===== src/hdl/tioc_defs.svh =====
// Register map, field positions and reset values of the pin function control block
`ifndef TIOC_DEFS_SVH
`define TIOC_DEFS_SVH

// Byte addresses of the word registers
`define TIOC_ADDR_IOH0 8'h00
`define TIOC_ADDR_IOL0 8'h04
`define TIOC_ADDR_IO1 8'h08
`define TIOC_ADDR_IO2 8'h0C
`define TIOC_ADDR_MODE0 8'h10
`define TIOC_ADDR_START 8'h14
`define TIOC_ADDR_GRB0 8'h18
`define TIOC_ADDR_GRD0 8'h1C
`define TIOC_ADDR_GRB1 8'h20
`define TIOC_ADDR_GRB2 8'h24
`define TIOC_ADDR_STS 8'h28
`define TIOC_ADDR_CLR 8'h2C
`define TIOC_ADDR_IEN 8'h30

// Field positions
`define TIOC_FN_HI 7
`define TIOC_FN_LO 4
`define TIOC_BUF_B_BIT 5

// Reset values
`define TIOC_IOC_RST 8'h00
`define TIOC_MODE_RST 8'hC0
`define TIOC_GR_RST 16'h0000

`endif


===== src/hdl/tioc_pkg.sv =====
// Types and mode decoding of the pin function control block
package tioc_pkg;

  // Decoded function of one general register
  typedef enum logic [2:0] {
    FN_OFF  = 3'b000,
    FN_CLR  = 3'b001,
    FN_SET  = 3'b010,
    FN_TGL  = 3'b011,
    FN_CAPR = 3'b100,
    FN_CAPF = 3'b101,
    FN_CAPB = 3'b110,
    FN_NONE = 3'b111
  } tioc_fn_e;

  // AHB-Lite request from the master
  typedef struct packed {
    logic hsel;
    logic [31:0] haddr;
    logic [1:0] htrans;
    logic hwrite;
    logic [2:0] hsize;
    logic [31:0] hwdata;
    logic hready;
  } tioc_ahb_req_s;

  // AHB-Lite response of the slave
  typedef struct packed {
    logic [31:0] hrdata;
    logic hreadyout;
    logic hresp;
  } tioc_ahb_rsp_s;

  // Pin drive: level and output enable
  typedef struct packed {
    logic [3:0] lvl;
    logic [3:0] oe;
  } tioc_pins_s;

  // Field bits 7:4 to function; prohibited capture codes give no function
  function automatic tioc_fn_e tioc_decode(input logic [3:0] f, input logic b6_free);
    if (!f[3]) begin
      return tioc_fn_e'({1'b0, f[1:0]});
    end else if (f[2] && !b6_free) begin
      return FN_NONE;
    end else if (f[1]) begin
      return FN_CAPB;
    end else if (f[0]) begin
      return FN_CAPF;
    end else begin
      return FN_CAPR;
    end
  endfunction

endpackage


===== src/hdl/tioc_unit.sv =====
// Compare and capture logic of one general register and its pin
`timescale 1ns/1ps
module tioc_unit #(
  parameter bit CAP_B6_FREE = 1'b0
) (
  // Clock and reset
  input wire logic clk_sys_i,
  input wire logic sys_rst_i,
  // Configuration
  input wire logic [3:0] func_i,
  input wire logic en_i,
  input wire logic run_i,
  // Counter and general register
  input wire logic [15:0] count_i,
  input wire logic [15:0] greg_i,
  // Pin
  input wire logic pin_i,
  output logic lvl_o,
  output logic oe_o,
  // Events
  output logic capt_o,
  output logic match_o
);
  import tioc_pkg::*;

  typedef struct packed {
    logic lvl;
    logic oe;
    logic pin_prev;
    logic eq_prev;
  } tioc_unit_st_s;

  tioc_unit_st_s st_q;
  tioc_unit_st_s st_d;
  tioc_fn_e fn;
  logic eq;

  // Decode, edge detect and pin update
  always_comb begin
    fn = en_i ? tioc_decode(func_i, CAP_B6_FREE) : FN_NONE;
    eq = run_i && (count_i == greg_i);
    match_o = !fn[2] && eq && !st_q.eq_prev;
    case (fn)
      FN_CAPR: begin
        capt_o = run_i && pin_i && !st_q.pin_prev;
      end
      FN_CAPF: begin
        capt_o = run_i && !pin_i && st_q.pin_prev;
      end
      FN_CAPB: begin
        capt_o = run_i && (pin_i ^ st_q.pin_prev);
      end
      default: begin
        capt_o = 1'b0;
      end
    endcase
    st_d = st_q;
    st_d.pin_prev = pin_i;
    st_d.eq_prev = eq;
    st_d.oe = !fn[2] && (fn != FN_OFF);
    if (!fn[2]) begin
      if (!run_i) begin
        st_d.lvl = func_i[2];
      end else if (match_o) begin
        case (fn)
          FN_CLR: begin
            st_d.lvl = 1'b0;
          end
          FN_SET: begin
            st_d.lvl = 1'b1;
          end
          FN_TGL: begin
            st_d.lvl = !st_q.lvl;
          end
          default: begin
            st_d.lvl = st_q.lvl;
          end
        endcase
      end
    end
  end

  // State register
  always_ff @(posedge clk_sys_i) begin
    if (sys_rst_i) begin
      st_q <= '0;
    end else begin
      st_q <= st_d;
    end
  end

  assign lvl_o = st_q.lvl;
  assign oe_o = st_q.oe;
endmodule


===== src/hdl/tioc_irq.sv =====
// Sticky event status and masked interrupt output
`timescale 1ns/1ps
module tioc_irq (
  // Clock and reset
  input wire logic clk_sys_i,
  input wire logic sys_rst_i,
  // Events, clears and enables
  input wire logic [3:0] ev_i,
  input wire logic [3:0] clr_i,
  input wire logic [3:0] ien_i,
  // Status and interrupt
  output logic [3:0] sts_o,
  output logic irq_o
);
  typedef struct packed {
    logic [3:0] sts;
    logic irq;
  } tioc_irq_st_s;

  tioc_irq_st_s st_q;
  tioc_irq_st_s st_d;

  // Set wins over a clear in the same cycle
  always_comb begin
    st_d.sts = (st_q.sts & ~clr_i) | ev_i;
    st_d.irq = |(st_d.sts & ien_i);
  end

  // State register
  always_ff @(posedge clk_sys_i) begin
    if (sys_rst_i) begin
      st_q <= '0;
    end else begin
      st_q <= st_d;
    end
  end

  assign sts_o = st_q.sts;
  assign irq_o = st_q.irq;
endmodule


===== src/hdl/tioc_top.sv =====
// Pin function control block: AHB-Lite registers, four compare/capture units
//
// The AHB-Lite interface to the registers and the placing of the registers were chosen for this implementation.
`timescale 1ns/1ps
`include "tioc_defs.svh"
module tioc_top (
  // Clock and reset
  input wire logic clk_sys_i,
  input wire logic sys_rst_i,
  // AHB-Lite slave
  input wire tioc_pkg::tioc_ahb_req_s ahb_i,
  output tioc_pkg::tioc_ahb_rsp_s ahb_o,
  // Counter values of channels 0 to 2
  input wire logic [2:0][15:0] count_i,
  // Pins: 0 ch0_pin_b, 1 ch0_pin_d, 2 ch1_pin_b, 3 ch2_pin_b
  input wire logic [3:0] pin_i,
  output tioc_pkg::tioc_pins_s pins_o,
  // Interrupt
  output logic irq_o
);
  import tioc_pkg::*;

  // Control words: 0 ch0 high, 1 ch0 low, 2 ch1, 3 ch2
  typedef struct packed {
    logic wr;
    logic rd;
    logic [7:0] addr;
    tioc_ahb_rsp_s rsp;
    logic [3:0][7:0] ioc;
    logic buffer_mode_b;
    logic [2:0] counter_start_bit;
    logic [3:0][15:0] greg;
    logic [3:0] ien;
  } tioc_top_st_s;

  tioc_top_st_s st_q;
  tioc_top_st_s st_d;
  logic [3:0] idx;
  logic [3:0] clr;
  logic [3:0] sts;
  wire [3:0] capt;
  wire [3:0] match;
  wire [3:0] lvl;
  wire [3:0] oe;

  // Counter channel that serves a unit
  function automatic int unsigned unit_ch(input int unsigned u);
    return (u < 2) ? 0 : u - 1;
  endfunction

  // Byte address to register index, 4'hF when unmapped
  function automatic logic [3:0] addr_index(input logic [7:0] a);
    if (a == `TIOC_ADDR_IOH0) begin
      return 4'h0;
    end else if (a == `TIOC_ADDR_IOL0) begin
      return 4'h1;
    end else if (a == `TIOC_ADDR_IO1) begin
      return 4'h2;
    end else if (a == `TIOC_ADDR_IO2) begin
      return 4'h3;
    end else if (a == `TIOC_ADDR_MODE0) begin
      return 4'h4;
    end else if (a == `TIOC_ADDR_START) begin
      return 4'h5;
    end else if (a == `TIOC_ADDR_GRB0) begin
      return 4'h6;
    end else if (a == `TIOC_ADDR_GRD0) begin
      return 4'h7;
    end else if (a == `TIOC_ADDR_GRB1) begin
      return 4'h8;
    end else if (a == `TIOC_ADDR_GRB2) begin
      return 4'h9;
    end else if (a == `TIOC_ADDR_STS) begin
      return 4'hA;
    end else if (a == `TIOC_ADDR_CLR) begin
      return 4'hB;
    end else if (a == `TIOC_ADDR_IEN) begin
      return 4'hC;
    end else begin
      return 4'hF;
    end
  endfunction

  // One unit per general register; D idles in buffer mode
  for (genvar i = 0; i < 4; i++) begin : g_unit
    localparam int unsigned CH = unit_ch(i);
    tioc_unit #(
      .CAP_B6_FREE(i == 3)
    ) u_unit (
      .clk_sys_i(clk_sys_i),
      .sys_rst_i(sys_rst_i),
      .func_i(st_q.ioc[i][`TIOC_FN_HI:`TIOC_FN_LO]),
      .en_i((i != 1) || !st_q.buffer_mode_b),
      .run_i(st_q.counter_start_bit[CH]),
      .count_i(count_i[CH]),
      .greg_i(st_q.greg[i]),
      .pin_i(pin_i[i]),
      .lvl_o(lvl[i]),
      .oe_o(oe[i]),
      .capt_o(capt[i]),
      .match_o(match[i])
    );
  end

  // Sticky status and interrupt
  tioc_irq u_irq (
    .clk_sys_i(clk_sys_i),
    .sys_rst_i(sys_rst_i),
    .ev_i(capt | match),
    .clr_i(clr),
    .ien_i(st_q.ien),
    .sts_o(sts),
    .irq_o(irq_o)
  );

  // Bus slave, register writes, capture loads and buffer transfers
  always_comb begin
    st_d = st_q;
    clr = 4'h0;
    idx = addr_index(st_q.addr);
    st_d.wr = 1'b0;
    // Read data phase: one wait state, then data
    if (st_q.rd) begin
      st_d.rd = 1'b0;
      st_d.rsp.hreadyout = 1'b1;
      case (idx)
        4'h0, 4'h1, 4'h2, 4'h3: begin
          st_d.rsp.hrdata = {24'h000000, st_q.ioc[idx[1:0]]};
        end
        4'h4: begin
          st_d.rsp.hrdata = {24'h000000, `TIOC_MODE_RST | {2'b00, st_q.buffer_mode_b, 5'h00}};
        end
        4'h5: begin
          st_d.rsp.hrdata = {29'h00000000, st_q.counter_start_bit};
        end
        4'h6, 4'h7, 4'h8, 4'h9: begin
          st_d.rsp.hrdata = {16'h0000, st_q.greg[2'(idx - 4'h6)]};
        end
        4'hA: begin
          st_d.rsp.hrdata = {28'h0000000, sts};
        end
        4'hC: begin
          st_d.rsp.hrdata = {28'h0000000, st_q.ien};
        end
        default: begin
          st_d.rsp.hrdata = 32'h00000000;
        end
      endcase
    end
    // Address phase taken
    if (ahb_i.hsel && ahb_i.hready && ahb_i.htrans[1]) begin
      st_d.wr = ahb_i.hwrite;
      st_d.rd = !ahb_i.hwrite;
      st_d.addr = ahb_i.haddr[7:0];
      st_d.rsp.hreadyout = ahb_i.hwrite;
    end
    // Write data phase, zero wait
    if (st_q.wr) begin
      case (idx)
        4'h0, 4'h1, 4'h2, 4'h3: begin
          st_d.ioc[idx[1:0]] = ahb_i.hwdata[7:0];
        end
        4'h4: begin
          st_d.buffer_mode_b = ahb_i.hwdata[`TIOC_BUF_B_BIT];
        end
        4'h5: begin
          st_d.counter_start_bit = ahb_i.hwdata[2:0];
        end
        4'h6, 4'h7, 4'h8, 4'h9: begin
          st_d.greg[2'(idx - 4'h6)] = ahb_i.hwdata[15:0];
        end
        4'hB: begin
          clr = ahb_i.hwdata[3:0];
        end
        4'hC: begin
          st_d.ien = ahb_i.hwdata[3:0];
        end
        default: begin
          st_d.ien = st_q.ien;
        end
      endcase
    end
    // Capture loads the counter, overriding a same-cycle write
    for (int i = 0; i < 4; i++) begin
      if (capt[i]) begin
        st_d.greg[i] = count_i[unit_ch(i)];
      end
    end
    // Buffer mode: B capture pushes old B to D, B match reloads B from D
    if (st_q.buffer_mode_b) begin
      if (capt[0]) begin
        st_d.greg[1] = st_q.greg[0];
      end
      if (match[0]) begin
        st_d.greg[0] = st_q.greg[1];
      end
    end
  end

  // State register
  always_ff @(posedge clk_sys_i) begin
    if (sys_rst_i) begin
      st_q <= '0;
      st_q.rsp.hreadyout <= 1'b1;
      st_q.ioc <= {4{`TIOC_IOC_RST}};
      st_q.greg <= {4{`TIOC_GR_RST}};
    end else begin
      st_q <= st_d;
    end
  end

  assign ahb_o = st_q.rsp;
  assign pins_o = '{lvl: lvl, oe: oe};
endmodule


===== config.mk =====
export PLATFORM = sky130hd
export DESIGN_NAME = tioc_top
export DESIGN_NICKNAME = d
export VERILOG_FILES = /design/src/hdl/tioc_pkg.sv /design/src/hdl/tioc_unit.sv /design/src/hdl/tioc_irq.sv /design/src/hdl/tioc_top.sv
export VERILOG_INCLUDE_DIRS = /design/src /design/src/hdl
export SDC_FILE = /design/constraint.sdc
export NUM_CORES = 1
export LEC_CHECK = 0
export BUFFER_PORTS_ARGS = -buffer_cell sky130_fd_sc_hd__buf_2
export CAP_MARGIN = 10
export CORE_MARGIN = 8
export CORE_UTILIZATION = 49
export DETAILED_ROUTE_END_ITERATION = 8
export GPL_ROUTABILITY_DRIVEN = 0
export PLACE_DENSITY = 0.72
export REMOVE_ABC_BUFFERS = 1
export SLEW_MARGIN = 5
export SYNTH_ARGS = -nofsm -noshare
export SYNTH_HDL_FRONTEND = slang
export SYNTH_SLANG_ARGS = --single-unit

===== constraint.sdc =====
create_clock -name clk_sys_i -period 4.18 [get_ports clk_sys_i]
set_input_delay 0.209 -clock clk_sys_i [delete_from_list [all_inputs] [get_ports clk_sys_i]]
set_output_delay 0.209 -clock clk_sys_i [all_outputs]
set_load 0.01 [all_outputs]

---- Yosys cells after proc, flatten, opt, wreduce, memory -nomap -nowiden ----
Index checks and enable logic that the tools add are counted.
word-level totals
  register bits ........................... 152
  bits of input ports ..................... 126
  output and inout port bits .............. 43
cells by class
  reductions and logical operators ........ 86
  magnitude comparators ................... 4
  muxes and demuxes ....................... 70
  equality and inequality tests ........... 60
  add/sub/neg operators ................... 1
  bitwise logic cells ..................... 14
operators with widths
  cell                count
  $mux 16             8
  $pmux 16 s6         1
  $mux 68             1
  $bwmux 64           1
  $eq 16x16->1        4
  $mux 64             1
  $mux 4              11
  $eq 8x6->1 const B  5
  $logic_and 1x1->1   40
  $eq 3x3->1 const B  12
  $mux 3              12
  $bmux 16 s2         1
  $bwmux 32           1
  $demux 16 s2        1
  $eq 8x5->1 const B  4
  $mux 32             1
  $eq 3x2->1 const B  8
  $pmux 1 s3          8
  $logic_not 1->1     21
  $eq 4x4->1 const B  5
  $bmux 8 s2          1
  $demux 8 s2         1
  $eq 4x3->1 const B  4
  $eq 8x4->1 const B  2
  25 further kinds    81

---- Logic depth before layout (Yosys ltp) ----
  word-level depth ........................ 25
  gate-level depth with buffers ........... 10
  depth with buffers taken out ............ 6

---- Cells and area by module ----
A second synthesis with hierarchy kept.
unflattened totals
  cell total of the unflattened synthesis .. 946
  area total of the unflattened synthesis .. 8450.6 sq um
modules (own cells, without submodules)
  module                             times used  area an instance (sq um)  sequential area each (sq um)  cells each
  tioc_top                           1           6672.6                    2622.5                        728
  tioc_unit at g_unit[0].u_unit ...  3           384.1                     80.1                          50
  tioc_unit at g_unit[3].u_unit      1           397.9                     80.1                          50
  tioc_irq                           1           227.7                     100.1                         18

---- Least setup slack after synthesis ----
No wires, ideal clock.
  path type ............................... reg2reg
  from .................................... register st_q[145] (netlist bit)
  to ...................................... register st_q[25] (netlist bit)
  stages on the path, launching flop included .. 8
  required time ........................... 4.063 ns
  path buffers ............................ 2
  arrival time ............................ 2.143 ns
  clock period less this slack ............ 2.260 ns
  setup slack ............................. 1.920 ns
  library setup time ...................... 0.117 ns
  cell sequence ........................... dfxtp_1 > or4_4 > buf_6 > nor4_4 > buf_6 > mux2i_1 > a21oi_1 > a22o_1
on the way
  longest elaborated chain between the ends .. 25
  elaborated cells on any way between the ends .. 43
  those cells by class .................... 1 x add/sub; 2 x order compare; 16 x eq/ne; 21 x mux; 3 x reduce/logical
RTL lines
  what                           line             RTL
  start, declared                tioc_top.sv:36   tioc_top_st_s st_q;
  start signal, assigned         tioc_top.sv:208  st_q <= st_d;
  $eq 8x6->1 (no line)           n/a
  $mux 2                         tioc_top.sv:77   end else if (a == `TIOC_ADDR_IEN) begin
  $mux 3                         tioc_top.sv:75   end else if (a == `TIOC_ADDR_CLR) begin
  $mux 3                         tioc_top.sv:73   end else if (a == `TIOC_ADDR_STS) begin
  $mux 3                         tioc_top.sv:71   end else if (a == `TIOC_ADDR_GRB2) begin
  $mux 3                         tioc_top.sv:69   end else if (a == `TIOC_ADDR_GRB1) begin
  $mux 4                         tioc_top.sv:67   end else if (a == `TIOC_ADDR_GRD0) begin
  $mux 4                         tioc_top.sv:65   end else if (a == `TIOC_ADDR_GRB0) begin
  [9 not listed]                 n/a
  $mux 16 (implied by the code)  tioc_top.sv:170  st_d.greg[2'(idx - 4'h6)] = ahb_i.hwdata[15:0];
  $demux 16 s2                   tioc_top.sv:170
  $bwmux 64                      tioc_top.sv:170
  $mux 64 *                      tioc_top.sv:159  case (idx)
  $mux 68 *                      tioc_top.sv:158  if (st_q.wr) begin
  $mux 16 *                      tioc_top.sv:185  if (capt[i]) begin
  $mux 16                        tioc_top.sv:191  if (capt[0]) begin
  $mux 32 *                      tioc_top.sv:190  if (st_q.buffer_mode_b) begin
Every way passes the cells marked *; elsewhere a longest branch is shown, timed or not. The select of a mux whose other input is x is not followed.
A chain may end at the register's enable or synchronous reset.

---- Final worst setup path ----
  from .................................... register st_q[145] (netlist bit)
  to ...................................... register st_q[63] (netlist bit)
on the way
  longest elaborated chain between the ends .. 23
  elaborated cells on any way between the ends .. 43
  those cells by class .................... 1 x add/sub; 2 x order compare; 16 x eq/ne; 19 x mux; 5 x reduce/logical
RTL lines
  what                                                            line
  $eq 8x6->1 (no line)                                            n/a
  $mux 2                                                          tioc_top.sv:77
  $mux 3                                                          tioc_top.sv:75
  $mux 3                                                          tioc_top.sv:73
  $mux 3                                                          tioc_top.sv:71
  $mux 3                                                          tioc_top.sv:69
  $mux 4                                                          tioc_top.sv:67
  $mux 4                                                          tioc_top.sv:65
  [7 not listed]                                                  n/a
  $lt 2x3->1 (implied by the code) or $ge 2x1->1 (tied branches)  tioc_top.sv:170
  $logic_and 1x1->1 (implied by the code)                         tioc_top.sv:170
  $mux 16 (implied by the code)                                   tioc_top.sv:170
  $demux 16 s2                                                    tioc_top.sv:170
  $bwmux 64                                                       tioc_top.sv:170
  $mux 64                                                         tioc_top.sv:159
  $mux 68                                                         tioc_top.sv:158
  $mux 16                                                         tioc_top.sv:185
Marks and branches as above.

==> flow_summary.json <==
{
  "status": "finished clean",
  "avgRoutedWirePerCell_um": 20.26,
  "cap_violations": 0,
  "hold_start": "pin_i[3]",
  "clkTransAtPathRegs_ns": 0.06,
  "root_buffer": "clkbuf_16",
  "start_util": 0.5015,
  "dpl.cell_count": 1208,
  "yosys_most_used_dff": "dfxtp_1",
  "h-tree-depth": 4,
  "crit_path_end_kind": "flop",
  "synth_edf_count": 0,
  "area_growth_pct": 13.18,
  "slew_violations": 0,
  "startpoint": "st_q[145]$_SDFFE_PP0P_",
  "hp-class": "input pin to flop",
  "r2r_start": "st_q[145]$_SDFFE_PP0P_",
  "synth_seq_cells": 152,
  "worst-path-max-fanout": 16,
  "antenna_found_initial": 1,
  "detail-route-antenna-nets": 0,
  "finalNonFillerCells": 1248,
  "layout_worst_path_cycle_share": 0.7735,
  "worst_slack_ns": 0.9470,
  "multi_input_area_um2": 4693,
  "regArea_um2": 3043,
  "ys_seq_area_frac": 0.3659,
  "fin_hold_ws_ns": 0.01391,
  "worstMarginPinSlew_ns": 1.096,
  "die_x_um": 146.3,
  "fillerInstances": 1544,
  "die-area_um2": 21400,
  "clock_sinks": 152,
  "dr.pass1.iters": 6,
  "synth.avg_cell_area_um2": 8.645,
  "rsz0062_at_grt": "false",
  "drc": 0,
  "ys_types": 61,
  "crit_type": "flop to flop",
  "dr.first_iter.drc_count": 942,
  "worst_skew_pair.late_latency_ns": 0.44,
  "setup-violations-final": 0,
  "power.density_cell_area_nw_per_um2": 357.8,
  "grt_overflow_total": 0,
  "required_ns": 4.52,
  "post_cts_buffers": 0,
  "pre_cts_slack_ns": 1.016,
  "final_nets": 1142,
  "clockBufferDepth": 2,
  "grt_pass1_vias": 7143,
  "finalHoldViolations": 0,
  "ios": 169,
  "numPortBuffers": 107,
  "timing.fmax_ghz": 0.3093,
  "viasPerCell": 5.965,
  "grt_pass1_wl_um": 39830,
  "vias": 7444,
  "grt.total_usage": 0.2334,
  "fin_tns_setup_ns": 0,
  "row_count": 47,
  "skew_ns": 0.01168,
  "cts_tree": "built",
  "drive_gt1_frac": 0.1644,
  "worstPathArrival_ns": 3.58,
  "numCtsBuffers": 17,
  "antenna_cells": 0,
  "finalWirelength_um": 25280,
  "crit_path_start_kind": "flop",
  "dieHeight_um": 146.3,
  "min_period_ns": 3.233,
  "syn_inst": 962,
  "maxSlewHeadroom": 0.2633,
  "core_area_um2": 16580,
  "yosysWarnings": 0,
  "p_total_w": 0.003368,
  "synth-async-reset-ratio": 0,
  "ir_drop_uv": 301.1,
  "dpl.hpwl_um": 17950,
  "grt_start_max_net_pins": 62,
  "power.leakage_nw": 3.775,
  "syn_area_um2": 8317
}
worst max-delay path, cell delays in order, from the launching register on:
cell      delay [ns]
dfxtp_1         0.34
nor4_2          0.95
nand3_1         0.43
nor3_4          0.92
mux2i_1         0.21
a211oi_1        0.26
final timing paths:
check,end,slack (ns),cells past startpoint
min,g_unit[3].u_unit.st_q[1]$_SDFF_PP0_,0.01,2
max,st_q[63]$_SDFFE_PP0P_,0.95,5
max reg2reg,st_q[63]$_SDFFE_PP0P_,0.95,5
min reg2reg,st_q[3]$_SDFFE_PP0P_,0.49,2
power breakdown:
group,internal [W],switching (W)
Clock,0.00106,0.000605
Combinational,0.0000765,0.000164
Sequential,0.00146,0.0000105
cell type report:
type	instances	area share
multi-input cells	705	0.4986
flip-flops and latches	152	0.3233
clock inverters	8	0.01515
clock buffers	23	0.05184
well taps	220	0.02924
repair buffers	130	0.07789
inverters	10	0.003988
cell families after synthesis:
| logic type | count (synthesis) | synth area share |
|---|---|---|
| xor+xnor | 70 | 0.07372 |
| mux | 98 | 0.1181 |
| other cells | 1 | 0.0004509 |
| fa+ha+maj | 1 | 0.001204 |
| flops | 152 | 0.3659 |
| compound gates | 208 | 0.1799 |
| buf+inv | 121 | 0.07943 |
| simple gates | 311 | 0.1813 |
cells in the final DEF, fill, tap and decap left out, types with 7 or more instances in the layout:
| cell type | count |
|---|---|
| buf_4 | 15 |
| xor2_1 | 54 |
| a22o_1 | 45 |
| nor4_1 | 20 |
| a21oi_1 | 58 |
| nand3_1 | 23 |
| nand4_1 | 7 |
| a222oi_1 | 15 |
| a211oi_1 | 36 |
| inv_1 | 9 |
| nand2b_1 | 7 |
| a31oi_1 | 7 |
| nor2b_1 | 7 |
| clkbuf_16 | 17 |
| conb_1 | 17 |
| and3_1 | 8 |
| nor2_1 | 125 |
| a22oi_1 | 15 |
| nor3_1 | 19 |
| mux2i_1 | 97 |
| buf_2 | 106 |
| dfxtp_1 | 152 |
| dlygate4sd3_1 | 9 |
| xnor2_1 | 16 |
| nand2_1 | 64 |
stage by stage:
| step | util | area [um^2] |
|---|---|---|
| final | 0.5676 | 9413 |
| after global routing | 0.5676 | 9413 |
| after CTS | 0.5676 | 9413 |
| after detailed placement | 0.5241 | 8692 |
| after global placement | 0.5241 | 8692 |
| after floorplan | - | 7754 |
Yosys cell counts (all sizes together), types with 8 or more instances:
cell / count / area (um^2)
dfxtp: 152 / 3043
nor2: 126 / 475.5
mux2i: 97 / 970.9
nand2: 65 / 246.5
buf: 64 / 446.7
a21oi: 59 / 295.3
xor2: 54 / 473.0
clkbuf: 47 / 176.4
a22o: 45 / 394.1
a211oi: 36 / 270.3
nand3: 23 / 115.1
nor4: 23 / 173.9
nor3: 22 / 137.6
xnor2: 16 / 140.1
a222oi: 15 / 150.1
a22oi: 15 / 112.6
o21ai: 10 / 50.04
inv: 9 / 33.78
and3: 8 / 50.05
nand4: 8 / 56.30
timing repair:
action,4_1_cts,5_1_grt
hold buffers,9,0
endpoints found under the hold margin,10,0
resized for setup,0,0
layer usage:
layer	share of wire	global-route usage	vias up
li1	-	-	3517
met1	0.44	0.3153	3542
met2	0.45	0.3593	334
met3	0.079	0.04357	49
met4	0.027	0.09428	2
met5	0.00051	0	-
state kept, by name, indices dropped and copies added (netlist names):
signal,flops
st_q,114
ahb_o,17
g_unit.u_unit.st_q,8
g_unit.u_unit.lvl_o,4
g_unit.u_unit.oe_o,4
u_irq.sts_o,4
u_irq.irq_o,1
Power figures use the tool's default switching activity.
